**src/core/hstc_defines.svh**
```systemverilog
`ifndef HSTC_DEFINES_SVH
`define HSTC_DEFINES_SVH
// ----------------------------------------
// Register byte offsets.
// ----------------------------------------
`define HSTC_ADR_CTRL  8'h00
`define HSTC_ADR_STAT  8'h04
`define HSTC_ADR_FORCE 8'h08
`define HSTC_ADR_COUNT 8'h0c
`define HSTC_ADR_TOP   8'h10
`define HSTC_ADR_CMPA  8'h14
`define HSTC_ADR_CMPB  8'h18
`define HSTC_ADR_CMPD  8'h1c
`define HSTC_ADR_DT    8'h20
`define HSTC_ADR_PORT  8'h24
// ----------------------------------------
// Field positions and reset values.
// ----------------------------------------
`define HSTC_B_PWM   0
`define HSTC_B_SLOPE 1
`define HSTC_B_ENH   2
`define HSTC_B_LOCK  3
`define HSTC_B_INV   4
`define HSTC_B_DTPS  5
`define HSTC_B_COM   8
`define HSTC_B_DDR   8
`define HSTC_TOP_RST 10'h3ff
`endif

```
**src/core/hstc_pkg.sv**
```systemverilog
`default_nettype none
// ----------------------------------------
// Shared types.
// ----------------------------------------
package hstc_pkg;
  // Compare output mode encodings.
  typedef enum logic [1:0] {
    HSTC_COM_OFF = 2'b00,
    HSTC_COM_TOG = 2'b01,
    HSTC_COM_CLR = 2'b10,
    HSTC_COM_SET = 2'b11
  } hstc_com_t;
endpackage
`default_nettype wire

```
**src/core/hstc_timer.sv**
```systemverilog
// Overview of operation
// - Rise nibble delays true, fall nibble complement
// - Mode field sets waveform action and pins
// - Normal mode: outputs lag waveform one cycle
// - PWM with mode 01 gives dead-timed pair
// - Other PWM modes: plain one-cycle sync
// - Reset forces compare outputs low
// - Nonzero mode overrides port, direction still rules
// - Mode 0 leaves waveform unchanged
// - New mode acts at next match
// - Force strobe acts at once, non-PWM
// - Enhanced: low bit picks signalling edge
// - Enhanced: match uses value shifted right
// - Compare words widen by one; top not
// - Enhanced keeps frequency, eleven bit resolution
// - Compare writes load at cycle end
// - Lock buffers writes; release loads whole set
// - Only PWM and slope bits shape counting
// - Normal: count zero to top, then clear
// - Normal match toggles, clears or sets
// - Overflow set as counter becomes zero
// - Toggle period is two times top plus two
// - Counter may be written any time
// - Compare flag set cycle after match
// - Dead-time prescaler divides by 1,2,4,8
// - Inversion flips pair, high in dead time
//
// The Wishbone interface to the registers and the address map were decided locally.
`include "hstc_defines.svh"
`default_nettype none
module hstc_timer #(
  parameter int CW = 10, // Counter width.
  parameter int NCH = 3  // Compare channels A, B, D.
) (
  input  wire logic        mclk_i,
  input  wire logic        rst_i,
  input  wire logic        wb_cyc_i,
  input  wire logic        wb_stb_i,
  input  wire logic        wb_we_i,
  input  wire logic [7:0]  wb_adr_i,
  input  wire logic [3:0]  wb_sel_i,
  input  wire logic [31:0] wb_dat_i,
  output logic      [31:0] wb_dat_o,
  output logic             wb_ack_o,
  output logic [2*NCH-1:0] pin_o,
  output logic [2*NCH-1:0] pin_oe_o
);
  // ----------------------------------------
  // Register state.
  // ----------------------------------------
  logic               pwm_r;    // PWM enable.
  logic               slope_r;  // Dual-slope select.
  logic               enh_r;    // Enhanced mode enable.
  logic               lock_r;   // Update lock.
  logic               inv_r;    // Output inversion.
  logic [1:0]         dtps_r;   // Dead-time prescale.
  logic [2*NCH-1:0]   com_r;    // Mode fields.
  logic [7:0]         dt_r;     // Rise and fall nibbles.
  logic [2*NCH-1:0]   port_r;   // Port values.
  logic [2*NCH-1:0]   ddr_r;    // Port directions.
  logic               ovf_r;    // Overflow flag.
  logic [NCH-1:0]     cflag_r;  // Compare flags.
  logic [CW-1:0]      cnt_r;    // Counter value.
  logic               down_r;   // Counting down.
  logic               blk_r;    // Match blocked after write.
  logic [CW-1:0]      top_sh_r; // Written top value.
  logic [CW-1:0]      top_r;    // Active top value.
  logic [CW:0]        sh_r [NCH]; // Written compares.
  logic [CW:0]        eff_r [NCH]; // Active compares.
  logic               pend_r;   // Buffered set waiting.
  logic [2:0]         pre_r;    // Dead-time prescaler.
  logic [NCH-1:0]     match_q_r; // Match one cycle late.
  logic [NCH-1:0]     match;    // Compare equal now.

  // ----------------------------------------
  // Wishbone slave.
  // ----------------------------------------
  logic        req;   // Request present.
  logic        wr_en; // Write takes effect now.
  logic [31:0] rd_mux; // Image of addressed word.
  logic [31:0] wval;  // Image after byte lanes.
  logic [31:0] wset;  // Written ones only.
  logic        hit_ctrl, hit_stat, hit_force, hit_cnt;
  logic        hit_top, hit_dt, hit_port;
  logic [NCH-1:0] hit_cmp;

  // Merges written byte lanes over the old word.
  function automatic logic [31:0] merge(
    input logic [31:0] old_v,
    input logic [31:0] new_v,
    input logic [3:0]  sel
  );
    logic [31:0] res;
    res = old_v;
    for (int b = 0; b < 4; b++) begin
      if (sel[b]) begin
        res[8*b +: 8] = new_v[8*b +: 8];
      end
    end
    return res;
  endfunction

  assign req       = wb_cyc_i && wb_stb_i;
  // The write lands on the edge where the master sees ack.
  assign wr_en     = req && wb_we_i && wb_ack_o;
  assign hit_ctrl  = wb_adr_i == `HSTC_ADR_CTRL;
  assign hit_stat  = wb_adr_i == `HSTC_ADR_STAT;
  assign hit_force = wb_adr_i == `HSTC_ADR_FORCE;
  assign hit_cnt   = wb_adr_i == `HSTC_ADR_COUNT;
  assign hit_top   = wb_adr_i == `HSTC_ADR_TOP;
  assign hit_dt    = wb_adr_i == `HSTC_ADR_DT;
  assign hit_port  = wb_adr_i == `HSTC_ADR_PORT;
  assign hit_cmp   = {wb_adr_i == `HSTC_ADR_CMPD,
                      wb_adr_i == `HSTC_ADR_CMPB,
                      wb_adr_i == `HSTC_ADR_CMPA};

  // Read image; unmapped words read zero.
  always_comb begin
    rd_mux = 32'h0;
    if (hit_ctrl) begin
      rd_mux[`HSTC_B_PWM]   = pwm_r;
      rd_mux[`HSTC_B_SLOPE] = slope_r;
      rd_mux[`HSTC_B_ENH]   = enh_r;
      rd_mux[`HSTC_B_LOCK]  = lock_r;
      rd_mux[`HSTC_B_INV]   = inv_r;
      rd_mux[`HSTC_B_DTPS +: 2] = dtps_r;
      rd_mux[`HSTC_B_COM +: 2*NCH] = com_r;
    end else if (hit_stat) begin
      rd_mux[NCH:0] = {cflag_r, ovf_r};
    end else if (hit_cnt) begin
      rd_mux[CW-1:0] = cnt_r;
    end else if (hit_top) begin
      rd_mux[CW-1:0] = top_sh_r;
    end else if (hit_dt) begin
      rd_mux[7:0] = dt_r;
    end else if (hit_port) begin
      rd_mux[2*NCH-1:0] = port_r;
      rd_mux[`HSTC_B_DDR +: 2*NCH] = ddr_r;
    end else begin
      for (int k = 0; k < NCH; k++) begin
        if (hit_cmp[k]) begin
          // Reads return the latest written value.
          rd_mux[CW:0] = sh_r[k];
        end
      end
    end
  end
  assign wval = merge(rd_mux, wb_dat_i, wb_sel_i);
  assign wset = merge(32'h0, wb_dat_i, wb_sel_i);

  // Ack follows the request by one cycle and drops after one.
  always_ff @(posedge mclk_i or posedge rst_i) begin
    if (rst_i) begin
      wb_ack_o <= 1'b0;
      wb_dat_o <= 32'h0;
    end else begin
      wb_ack_o <= req && !wb_ack_o;
      if (req && !wb_ack_o) begin
        wb_dat_o <= rd_mux;
      end
    end
  end

  // ----------------------------------------
  // Configuration registers.
  // ----------------------------------------
  // A mode write acts on the next match, with no buffering.
  always_ff @(posedge mclk_i or posedge rst_i) begin
    if (rst_i) begin
      pwm_r   <= 1'b0;
      slope_r <= 1'b0;
      enh_r   <= 1'b0;
      lock_r  <= 1'b0;
      inv_r   <= 1'b0;
      dtps_r  <= 2'h0;
      com_r   <= '0;
      dt_r    <= 8'h0;
      port_r  <= '0;
      ddr_r   <= '0;
    end else if (wr_en) begin
      if (hit_ctrl) begin
        pwm_r   <= wval[`HSTC_B_PWM];
        slope_r <= wval[`HSTC_B_SLOPE];
        enh_r   <= wval[`HSTC_B_ENH];
        lock_r  <= wval[`HSTC_B_LOCK];
        inv_r   <= wval[`HSTC_B_INV];
        dtps_r  <= wval[`HSTC_B_DTPS +: 2];
        com_r   <= wval[`HSTC_B_COM +: 2*NCH];
      end
      if (hit_dt) begin
        dt_r <= wval[7:0];
      end
      if (hit_port) begin
        port_r <= wval[2*NCH-1:0];
        ddr_r  <= wval[`HSTC_B_DDR +: 2*NCH];
      end
    end
  end

  // ----------------------------------------
  // Counter.
  // ----------------------------------------
  logic dual;    // Dual-slope PWM counting.
  logic at_top;  // Counter equals top.
  logic wrap;    // Single-slope wrap to zero.
  logic load_pt; // End of counting cycle.
  logic cnt_wr;  // Software writes the counter.
  assign dual    = pwm_r && slope_r;
  assign at_top  = cnt_r == top_r;
  assign wrap    = !dual && at_top;
  assign load_pt = wrap || (dual && down_r && cnt_r == '0);
  assign cnt_wr  = wr_en && hit_cnt;

  // A software write wins over counting at any time.
  always_ff @(posedge mclk_i or posedge rst_i) begin
    if (rst_i) begin
      cnt_r  <= '0;
      down_r <= 1'b0;
    end else if (cnt_wr) begin
      cnt_r <= wval[CW-1:0];
    end else if (!dual) begin
      down_r <= 1'b0;
      cnt_r  <= wrap ? '0 : cnt_r + CW'(1);
    end else if (top_r == '0) begin
      cnt_r <= '0;
    end else if (!down_r) begin
      down_r <= at_top;
      cnt_r  <= at_top ? cnt_r - CW'(1) : cnt_r + CW'(1);
    end else begin
      down_r <= cnt_r != '0;
      cnt_r  <= (cnt_r == '0) ? cnt_r + CW'(1) : cnt_r - CW'(1);
    end
  end

  // Match is blocked for one cycle after a counter write.
  always_ff @(posedge mclk_i or posedge rst_i) begin
    if (rst_i) begin
      blk_r <= 1'b0;
    end else begin
      blk_r <= cnt_wr;
    end
  end

  // ----------------------------------------
  // Compare buffering.
  // ----------------------------------------
  // Writes wait in the shadow set; the whole set loads at
  // cycle end unless locked, so channels never mismatch.
  always_ff @(posedge mclk_i or posedge rst_i) begin
    if (rst_i) begin
      top_sh_r <= `HSTC_TOP_RST;
      top_r    <= `HSTC_TOP_RST;
      pend_r   <= 1'b0;
      for (int k = 0; k < NCH; k++) begin
        sh_r[k]  <= '0;
        eff_r[k] <= '0;
      end
    end else begin
      if (load_pt && !lock_r && pend_r) begin
        top_r  <= top_sh_r;
        pend_r <= 1'b0;
        for (int k = 0; k < NCH; k++) begin
          eff_r[k] <= sh_r[k];
        end
      end
      if (wr_en && (hit_top || |hit_cmp)) begin
        pend_r <= 1'b1;
      end
      if (wr_en && hit_top) begin
        top_sh_r <= wval[CW-1:0];
      end
      for (int k = 0; k < NCH; k++) begin
        if (wr_en && hit_cmp[k]) begin
          sh_r[k] <= wval[CW:0];
        end
      end
    end
  end

  // ----------------------------------------
  // Flags.
  // ----------------------------------------
  // Hardware set beats a same-cycle clear by software.
  always_ff @(posedge mclk_i or posedge rst_i) begin
    if (rst_i) begin
      ovf_r   <= 1'b0;
      cflag_r <= '0;
    end else begin
      if (wr_en && hit_stat) begin
        ovf_r   <= ovf_r & !wset[0];
        cflag_r <= cflag_r & ~wset[NCH:1];
      end
      if (!cnt_wr && (wrap || (dual && down_r && cnt_r == CW'(1)))) begin
        ovf_r <= 1'b1;
      end
      for (int k = 0; k < NCH; k++) begin
        // The flag rises on the edge that ends the match cycle.
        if (match[k]) begin
          cflag_r[k] <= 1'b1;
        end
      end
    end
  end

  // ----------------------------------------
  // Dead-time prescaler.
  // ----------------------------------------
  logic [2:0] pmask; // Low bits that must be zero.
  logic       tick;  // Prescaled dead-time tick.
  assign pmask = {dtps_r == 2'h3, dtps_r[1], |dtps_r};
  assign tick  = (pre_r & pmask) == 3'h0;
  always_ff @(posedge mclk_i or posedge rst_i) begin
    if (rst_i) begin
      pre_r <= 3'h0;
    end else begin
      pre_r <= pre_r + 3'h1;
    end
  end

  // ----------------------------------------
  // Channels.
  // ----------------------------------------
  logic [NCH-1:0]   half;  // Half-cycle accuracy bit.
  logic [NCH-1:0]   wave;  // Waveform outputs.
  logic [2*NCH-1:0] dt_o;  // Dead-time pair outputs.
  logic [NCH-1:0]   frc;   // Force strobes.
  assign frc = (wr_en && hit_force) ? wset[NCH-1:0] : '0;

  always_ff @(posedge mclk_i or posedge rst_i) begin
    if (rst_i) begin
      match_q_r <= '0;
    end else begin
      match_q_r <= match;
    end
  end

  for (genvar k = 0; k < NCH; k++) begin : g_ch
    logic [CW-1:0] mval; // Value used for matching.
    logic [1:0]    com;  // Mode field of this channel.
    // Enhanced mode drops the low bit from matching.
    assign mval     = enh_r ? eff_r[k][CW:1] : eff_r[k][CW-1:0];
    assign half[k]  = enh_r && eff_r[k][0];
    assign match[k] = cnt_r == mval && !blk_r;
    assign com      = com_r[2*k +: 2];

    // A set half bit moves the action to the following edge.
    hstc_wave u_wave (
      .mclk_i  (mclk_i),
      .rst_i   (rst_i),
      .hit_i   (half[k] ? match_q_r[k] : match[k]),
      .force_i (frc[k]),
      .wrap_i  (wrap),
      .pwm_i   (pwm_r),
      .slope_i (slope_r),
      .down_i  (down_r),
      .com_i   (hstc_pkg::hstc_com_t'(com)),
      .wave_o  (wave[k])
    );

    hstc_deadtime u_dt (
      .mclk_i (mclk_i),
      .rst_i  (rst_i),
      .wave_i (wave[k]),
      .en_i   (pwm_r && com == 2'b01),
      .inv_i  (inv_r),
      .tick_i (tick),
      .rise_i (dt_r[7:4]),
      .fall_i (dt_r[3:0]),
      .true_o (dt_o[2*k]),
      .comp_o (dt_o[2*k+1])
    );

    // Port override; the pin drives only when set as output.
    assign pin_o[2*k]      = (com != 2'b00) ? dt_o[2*k] : port_r[2*k];
    assign pin_o[2*k+1]    = (com != 2'b00) ? dt_o[2*k+1] : port_r[2*k+1];
    assign pin_oe_o[2*k+1 -: 2] = ddr_r[2*k+1 -: 2];

    a_pin_override : assert property (@(posedge mclk_i) disable iff (rst_i)
      (com != 2'b00) |-> (pin_o[2*k] == dt_o[2*k]))
      else $error("port not overridden");
    a_flag_late : assert property (@(posedge mclk_i) disable iff (rst_i)
      match[k] |=> cflag_r[k])
      else $error("compare flag late");
  end

  // ----------------------------------------
  // Checks.
  // ----------------------------------------
  a_ovf_at_zero : assert property (@(posedge mclk_i) disable iff (rst_i)
    (wrap && !cnt_wr) |=> (cnt_r == '0 && ovf_r))
    else $error("overflow not set at zero");
  a_lock_holds : assert property (@(posedge mclk_i) disable iff (rst_i)
    lock_r |=> ($stable(top_r) && $stable(eff_r[0])))
    else $error("locked set loaded");
  a_ack_single : assert property (@(posedge mclk_i) disable iff (rst_i)
    wb_ack_o |=> !wb_ack_o)
    else $error("ack held two cycles");
  c_overflow : cover property (@(posedge mclk_i) disable iff (rst_i)
    $rose(ovf_r));
  c_lock_release : cover property (@(posedge mclk_i) disable iff (rst_i)
    $fell(lock_r) ##[1:1000] $fell(pend_r));
endmodule // hstc_timer
`default_nettype wire

```
**src/core/hstc_wave.sv**
```systemverilog
`default_nettype none
// ----------------------------------------
// Waveform output of one channel.
// ----------------------------------------
module hstc_wave (
  input  wire logic            mclk_i,
  input  wire logic            rst_i,
  input  wire logic            hit_i,
  input  wire logic            force_i,
  input  wire logic            wrap_i,
  input  wire logic            pwm_i,
  input  wire logic            slope_i,
  input  wire logic            down_i,
  input  wire hstc_pkg::hstc_com_t com_i,
  output logic                 wave_o
);
  // Next level of the waveform.
  logic wave_nxt;
  always_comb begin
    wave_nxt = wave_o;
    if (com_i == hstc_pkg::HSTC_COM_OFF) begin
      wave_nxt = wave_o;
    end else if (!pwm_i) begin
      if (hit_i || force_i) begin
        case (com_i)
          hstc_pkg::HSTC_COM_TOG: wave_nxt = !wave_o;
          hstc_pkg::HSTC_COM_CLR: wave_nxt = 1'b0;
          default:                wave_nxt = 1'b1;
        endcase
      end
    end else if (slope_i) begin
      // Dual slope: direction picks the level.
      if (hit_i) begin
        wave_nxt = (com_i == hstc_pkg::HSTC_COM_SET) ^ down_i;
      end
    end else if (hit_i) begin
      wave_nxt = (com_i == hstc_pkg::HSTC_COM_SET);
    end else if (wrap_i) begin
      wave_nxt = (com_i != hstc_pkg::HSTC_COM_SET);
    end
  end
  // Level changes on the edge of the event.
  always_ff @(posedge mclk_i or posedge rst_i) begin
    if (rst_i) begin
      wave_o <= 1'b0;
    end else begin
      wave_o <= wave_nxt;
    end
  end
  a_mode_off_hold : assert property (@(posedge mclk_i) disable iff (rst_i)
    (com_i == hstc_pkg::HSTC_COM_OFF) |=> $stable(wave_o))
    else $error("wave moved with mode off");
  a_toggle_on_hit : assert property (@(posedge mclk_i) disable iff (rst_i)
    (!pwm_i && com_i == hstc_pkg::HSTC_COM_TOG && (hit_i || force_i))
    |=> (wave_o != $past(wave_o)))
    else $error("toggle missed");
endmodule // hstc_wave
`default_nettype wire

```
**src/core/hstc_deadtime.sv**
```systemverilog
`default_nettype none
// ----------------------------------------
// Dead-time pair generator of one channel.
// ----------------------------------------
module hstc_deadtime (
  input  wire logic       mclk_i,
  input  wire logic       rst_i,
  input  wire logic       wave_i,
  input  wire logic       en_i,
  input  wire logic       inv_i,
  input  wire logic       tick_i,
  input  wire logic [3:0] rise_i,
  input  wire logic [3:0] fall_i,
  output logic            true_o,
  output logic            comp_o
);
  logic [3:0] cnt_r;  // Dead-time down counter.
  logic       prev_r; // Previous waveform level.
  logic [3:0] nib;    // Nibble for this edge.
  logic       edge_s; // Waveform edge seen.
  assign edge_s = wave_i != prev_r;
  assign nib    = wave_i ? rise_i : fall_i;
  always_ff @(posedge mclk_i or posedge rst_i) begin
    if (rst_i) begin
      prev_r <= 1'b0;
    end else begin
      prev_r <= wave_i;
    end
  end
  // Both outputs rest at the idle level while counting.
  always_ff @(posedge mclk_i or posedge rst_i) begin
    if (rst_i) begin
      cnt_r  <= 4'h0;
      true_o <= 1'b0;
      comp_o <= 1'b0;
    end else if (!en_i) begin
      cnt_r  <= 4'h0;
      true_o <= wave_i;
      comp_o <= !wave_i;
    end else if (edge_s && nib != 4'h0) begin
      cnt_r  <= nib;
      true_o <= inv_i;
      comp_o <= inv_i;
    end else if (cnt_r != 4'h0) begin
      if (tick_i) begin
        cnt_r <= cnt_r - 4'h1;
      end
    end else begin
      true_o <= wave_i ^ inv_i;
      comp_o <= !wave_i ^ inv_i;
    end
  end
  a_sync_follow : assert property (@(posedge mclk_i) disable iff (rst_i)
    !en_i |=> (true_o == $past(wave_i)))
    else $error("sync delay broken");
  a_dead_idle : assert property (@(posedge mclk_i) disable iff (rst_i)
    (en_i && edge_s && nib != 4'h0) |=> (true_o == comp_o))
    else $error("pair overlaps in dead time");
  c_dead_run : cover property (@(posedge mclk_i) disable iff (rst_i)
    en_i && cnt_r != 4'h0 ##1 cnt_r == 4'h0);
endmodule // hstc_deadtime
`default_nettype wire

```
**config.mk**
```make
export PLATFORM = sky130hd
export DESIGN_NAME = hstc_timer
export DESIGN_NICKNAME = d
export VERILOG_FILES = /design/src/core/hstc_pkg.sv /design/src/core/hstc_timer.sv /design/src/core/hstc_wave.sv /design/src/core/hstc_deadtime.sv
export VERILOG_INCLUDE_DIRS = /design/src /design/src/core
export SDC_FILE = /design/constraint.sdc
export NUM_CORES = 1
export LEC_CHECK = 0
export ABC_AREA = 1
export BUFFER_PORTS_ARGS = -buffer_cell sky130_fd_sc_hd__clkbuf_2
export CAP_MARGIN = 25
export CORE_ASPECT_RATIO = 2
export CORE_MARGIN = 5
export CORE_UTILIZATION = 30
export DETAILED_ROUTE_END_ITERATION = 12
export SETUP_SLACK_MARGIN = 0.1
export SYNTH_ARGS = -nofsm -noshare
export SYNTH_HDL_FRONTEND = slang
export SYNTH_SLANG_ARGS = --single-unit
export TNS_END_PERCENT = 30
```
**constraint.sdc**
```tcl
create_clock -name mclk_i -period 9.15 [get_ports mclk_i]
set_input_delay 2.2875 -clock mclk_i [delete_from_list [all_inputs] [get_ports mclk_i]]
set_output_delay 2.2875 -clock mclk_i [all_outputs]
set_load 0.02 [all_outputs]
```
==> results.toml, run 1 <==
[global_routing]
globalRouteOverflowTotal = 0
grt_max_degree = 73
antenna_found_initial = 0
grt_pass1_vias = 9813
grt_pass1_wl_um = 58500
grt.total_usage = 0.198

[timing]
hold_viol = 0
fin_skew_ns = 0.0182
tightestPinTransition_ns = 0.861
fmax_mhz = 230
fin_crit_ns = 4.35
setup_viol = 0
fin_crit_sh = 0.475
worst_hold_slack_ns = 0.457
setup_tns_ns = 0
rsz0062_at_grt = "false"
drv_slew = 0
relSlewSlack = 0.424

[setup_path]
crit_cells = 9
cp_top_family = "simple AND/OR/NAND/NOR gates"
r2r_slack_ns = 5.85
r2r_end = "top_r[5]"
reg2reg_depth = 8
cp-start-kind = "input port"
crit_path_end_kind = "flop"
critPathMaxFanout = 13
rr_startpoint = "cnt_r[0]"
critical_path_class = "in2reg"
crit_buf_inv = 1
endpoint = "cnt_r[5]"
cp.arrival_ns = 4.68
crit_chain = "clkbuf_2 > nor2_2 > nand3_1 > nor3_2 > nand2_1 > nand2_1 > nand3_2 > nand3_1 > nand2_1"
cpPeakStageDelay_ns = 0.69
cp_slowest_cell = "nor3_2"
cp.required_ns = 9.48
crit_top_cell = "nand2_1"
cp-startpoint = "wb_adr_i[7]"

[cts]
clk_latency_ns = 0.47
numCtsBuffers = 17
htree_levels = 4
postCtsSetupBuffers = 0
hold_buffers = 0
clock_path_buffers = 2
cts_root_buf = "clkbuf_16"
cts.sinks = 181
cts_resized = 0
cts_tree = "done"
clk_pin_slew_ns = 0.08

[synthesis]
synth_mux_area_frac = 0.00416
synth_cells = 1491
ys_ff_latch = 181
ys.warnings.count = 0
synth_top_family_by_area = "simple AND/OR/NAND/NOR gates"
synth.distinct_cells = 49
ys_async_sr_fraction = 1.00
synthSimpleGateAreaFrac = 0.340
synthXorXnorAreaFrac = 0.0258
synth_compound_area_frac = 0.101
synth_edf_count = 0
ys_seq_area_frac = 0.421
avgSynthCellArea_um2 = 7.26
synthesis.area_mm2 = 0.0108
synth_area_leaders = "dfrtp_1 37%, nand2_1 19%, nand3_1 6.6%, dfstp_2 4.9%, inv_1 4.3%"
synth_ff_type = "dfrtp_1"
synth_fa_ha_area_frac = 0.0116
yosysTopAreaCell = "dfrtp_1"
synth_top_area_frac = 0.372

[drt]
via_count = 9961
wl_um = 39500
drtAntennaViolNets = 0
dr.pass1.iters = 5
wl_per_cell_um = 19.9
drt_iter0_markers = 599
viasPerCell = 5.01
remaining_drc_errors = 0

[job]
maxCapViolations = 0

[cells_and_area]
multi_input_area_mm2 = 0.00530
nNetsFinal = 1583
drive_above_1_share = 0.136
seq_area_mm2 = 0.00455
antenna_cells = 0
area_growth_pct = 10.5
fillCellCount = 3750

[placement]
routabilityCongestion = 1.01
portBuffers = 55
dp_hpwl_um = 30400

[power_and_ir_drop]
p_leak_nw = 5.82
clkPwrFrac = 0.402
power_frac_comb = 0.138
power.switching_w = 0.000625
p_int_w = 0.00126
seqPwrFrac = 0.459
p_sw_frac = 0.331
ir_worst_vdd_uv = 118
power_density_mw_per_mm2 = 158

[run_status]
status = "completed"

[floorplanning]
start_util = 0.303
ioPinCount = 94
coreArea_mm2 = 0.0357
row_count = 98
die_y_um = 279
die-area_mm2 = 0.0402
die_x_um = 144

[hold_path]
min_from = "pre_r[0]"
hold_path_class = "reg2reg"
## synthesized netlist by cell type, drive strengths merged (2+ instances only)
library cell  instances
a21oi                42
a31oi                12
buf                  58
clkbuf               10
clkinv                8
dfrtp               161
dfstp                20
ha                   10
inv                 142
mux2                  4
nand2               558
nand3               152
nand4                23
nor2                102
nor3                 11
nor4                  2
o211ai                7
o21ai               109
o22ai                13
or2                   9
xnor2                 8
xor2                 23
## placed cells by master, fill, tap and decap left out, drive strengths merged, types with 2 or more instances in the layout
cell | synthesis | layout
nand2 | 558 | 558
inv | 142 | 148
clkinv | 8 | 16
nor3 | 11 | 11
nor4 | 2 | 2
clkbuf | 10 | 72
or2 | 9 | 9
buf | 58 | 10
o21ai | 109 | 109
o22ai | 13 | 13
xnor2 | 8 | 8
mux2 | 4 | 4
dfrtp | 161 | 161
dfstp | 20 | 20
a31oi | 12 | 12
nand4 | 23 | 23
nor2 | 102 | 102
o211ai | 7 | 7
ha | 10 | 10
nand3 | 152 | 152
a21oi | 42 | 42
conb | 1 | 18
xor2 | 23 | 23
## through the flow
step	total power (W)	area, µm²	setup WS, ns	utilization	std cells
after CTS	0.00189	12000	4.83	0.335	1987
after detailed placement	0.00114	11300	4.34	0.318	1955
after global placement	0.00114	11300	4.39	0.318	1955
final	0.00189	12000	4.80	0.335	1987
after floorplan	0.00105	10900	1.98	-	1508
after global routing	0.00195	12000	4.67	0.335	1987
## final cells by class
type	instances	share of cell area
clock inverters	15	0.0153
inverters	150	0.0485
repair buffers	65	0.0293
multi-input cells	1109	0.443
flip-flops and latches	181	0.381
well taps	450	0.0471
clock buffers	17	0.0356
## flip-flops by register name, summed over array words and instances, names as in the netlist, 2 cells and up
name                cells
cnt_r                  10
top_sh_r               10
sh_r                   33
top_r                  10
wb_dat_o               14
pin_oe_o                6
g_ch.u_dt.true_o        3
dt_r                    8
com_r                   6
g_ch.u_dt.cnt_r        12
pre_r                   3
eff_r                  33
g_ch.u_dt.prev_r        3
match_q_r               3
port_r                  6
g_ch.u_wave.wave_o      3
dtps_r                  2
g_ch.u_dt.comp_o        3
cflag_r                 3
## worst register-to-register path: cells and delay by family (launching register included)
| family | cells | cell delay (ns) |
|---|---|---|
| buffers and inverters | 2 | 1.20 |
| flip-flops | 1 | 0.68 |
| AND/OR/NAND/NOR | 3 | 0.66 |
| adder cells (fa/ha/maj) | 1 | 0.38 |
| AO/OA/AOI/OAI | 2 | 0.31 |
## per-layer routing
layer  vias to the layer above  track usage  routed length, µm
li1                       4814            -                  -
met5                         -            0                  0
met2                       323        0.357              21000
met4                         0        0.181               4090
met3                       162       0.0262               1380
met1                      4662        0.187              13000
## power by group through the flow
stage          registers, W  clock network (W)  logic (W)
6_report           0.000866           0.000758   0.000261
4_1_cts            0.000866           0.000767   0.000258
3_5_place_dp       0.000881                  0   0.000258
3_3_place_gp       0.000881                  0   0.000255
2_1_floorplan      0.000844                  0   0.000211
5_1_grt            0.000869           0.000795   0.000289
## logic make-up after synthesis
group           count (synthesis)
other cells                     1
compound gates                188
mux                             4
buf+inv                       218
flops                         181
fa+ha+maj                      10
xor+xnor                       31
simple gates                  858
## worst min-delay path by stage
stage | cells past startpoint | to
floorplan | 0 | g_ch[0].u_dt.prev_r
finish | 1 | pre_r[0]
detailed placement | 1 | pre_r[0]
CTS | 1 | pre_r[0]
global route | 2 | sh_r[29]
global placement | 1 | pre_r[0]
No activity file was read; power rests on OpenSTA's default activity.
==> run 2: changes to the inputs <==
- clock period: 9.15 -> 3.85 ns (I/O delays scaled with it)
==> run 2 against run 1 <==
Net effect:
- worst setup slack lost 3.8 ns
- routed wire length grew 0.37%
- via count grew 1.7%
- die area is the same
==> results.toml, run 2 (synthesis results as in run 1) <==
[timing]
hold_viol = 0
fin_crit_ns = 2.84
setup_tns_ns = 0
tightestPinTransition_ns = 1.07
fin_crit_sh = 0.738
relSlewSlack = 0.289
fin_skew_ns = 0.0161
setup_slack_ns = 1.01
rsz0062_at_grt = "false"
setup_viol = 0
fmax_mhz = 352
drv_slew = 0

[cells_and_area]
reg_top3 = "eff_r x33, sh_r x33, wb_dat_o x14"
fillCellCount = 3796
area_growth_pct = 11.2
drive_above_1_share = 0.142
nNetsFinal = 1594
antenna_cells = 0
final_cell_mix = "549 x nand2_1, 161 x dfrtp_1, 143 x nand3_1, 123 x inv_1, 90 x nor2_1"
utilization = 0.337
layout_commonest_cell = "nand2_1"

[drt]
via_count = 10100
dr.pass1.iters = 5
wl_um = 39600
remaining_drc_errors = 0
viasPerCell = 5.07
wl_per_cell_um = 19.8
drtAntennaViolNets = 0
drt_iter0_markers = 673

[floorplanning]
die_x_um = 144
coreArea_mm2 = 0.0357
die_y_um = 279
ioPinCount = 94
row_count = 98
start_util = 0.303
die-area_mm2 = 0.0402

[cts]
cts_resized = 0
cts_root_buf = "clkbuf_16"
htree_levels = 4
cts.sinks = 181
postCtsSetupBuffers = 0
clock_path_buffers = 2
numCtsBuffers = 17
clk_pin_slew_ns = 0.08
hold_buffers = 0
clk_latency_ns = 0.47
cts_tree = "done"

[global_routing]
globalRouteOverflowTotal = 0
grt.total_usage = 0.200
antenna_found_initial = 0
grt_pass1_wl_um = 59400
grt_pass1_vias = 9995
grt_max_degree = 88

[placement]
dp_worst_setup_slack_ns = 0.712
portBuffers = 55
dp_hpwl_um = 30600
routabilityCongestion = 0.958

[setup_path]
reg2reg_depth = 9
crit_chain = "clkinv_2 > nand4_4 > inv_1 > nand4_1 > o21ai_2 > nand3_4 > buf_4 > nor2_1 > a21oi_2"
cp-start-kind = "flop"
crit_path_end_kind = "flop"
cpPeakStageDelay_ns = 0.75
cp.required_ns = 4.23
critical_path_class = "reg2reg"
cp_slowest_cell = "buf_4"
critPathMaxFanout = 87
cp.arrival_ns = 3.23

[run_status]
status = "completed"

[job]
maxCapViolations = 0

[power_and_ir_drop]
power_density_mw_per_mm2 = 369
total_power_w = 0.00444
p_leak_nw = 5.88
ir_worst_vdd_uv = 278

[hold_path]
hold_path_class = "reg2reg"
min_path_cells = 1
-- run 2: layout make-up --
cell class / count / area (µm²) / area share
clock buffers: 17 / 425 / 0.0353
repair buffers: 76 / 458 / 0.0380
clock inverters: 15 / 161 / 0.0134
inverters: 150 / 578 / 0.0480
flip-flops and latches: 181 / 4550 / 0.378
multi-input cells: 1109 / 5300 / 0.440
well taps: 450 / 563 / 0.0468
-- run 2: metrics by stage --
step | instances | cell area [µm²] | hold slack [ns]
final | 1998 | 12000 | 0.455
after floorplan | 1508 | 10900 | 0.409
after global routing | 1998 | 12000 | 0.487
after detailed placement | 1966 | 11500 | 0.447
after global placement | 1966 | 11500 | 0.436
after CTS | 1998 | 12000 | 0.459
-- run 2: final timing paths --
path,from,end,slack (ns)
max,cnt_r[7],eff_r[11],1.01
min,pre_r[0],pre_r[0],0.46
max reg2reg,cnt_r[7],eff_r[11],1.01
min reg2reg,pre_r[0],pre_r[0],0.46
max in group asynchronous,rst_i,port_r[3],2.37
min in group asynchronous,rst_i,cnt_r[6],0.65
-- run 2: routing by layer --
| metal | part of all wire | track usage | wire, µm |
|---|---|---|---|
| met5 | 0 | 0 | 0 |
| met1 | 0.34 | 0.195 | 13300 |
| met3 | 0.031 | 0.0206 | 1240 |
| met4 | 0.11 | 0.176 | 4310 |
| met2 | 0.52 | 0.362 | 20800 |
-- run 2: power breakdown --
group	total [W]	switching [W]	internal (W)
Clock	0.00177	0.000902	0.000868
Combinational	0.000612	0.000430	0.000182
Sequential	0.00206	0.000126	0.00194
Total	0.00444	0.00146	0.00299
-- run 2: critical path: cells and delay by family, from the launching register on --
kind / cells / cell delay, ns
buf+inv: 3 / 1.12
simple gates: 4 / 0.64
flops: 1 / 0.63
compound gates: 2 / 0.34
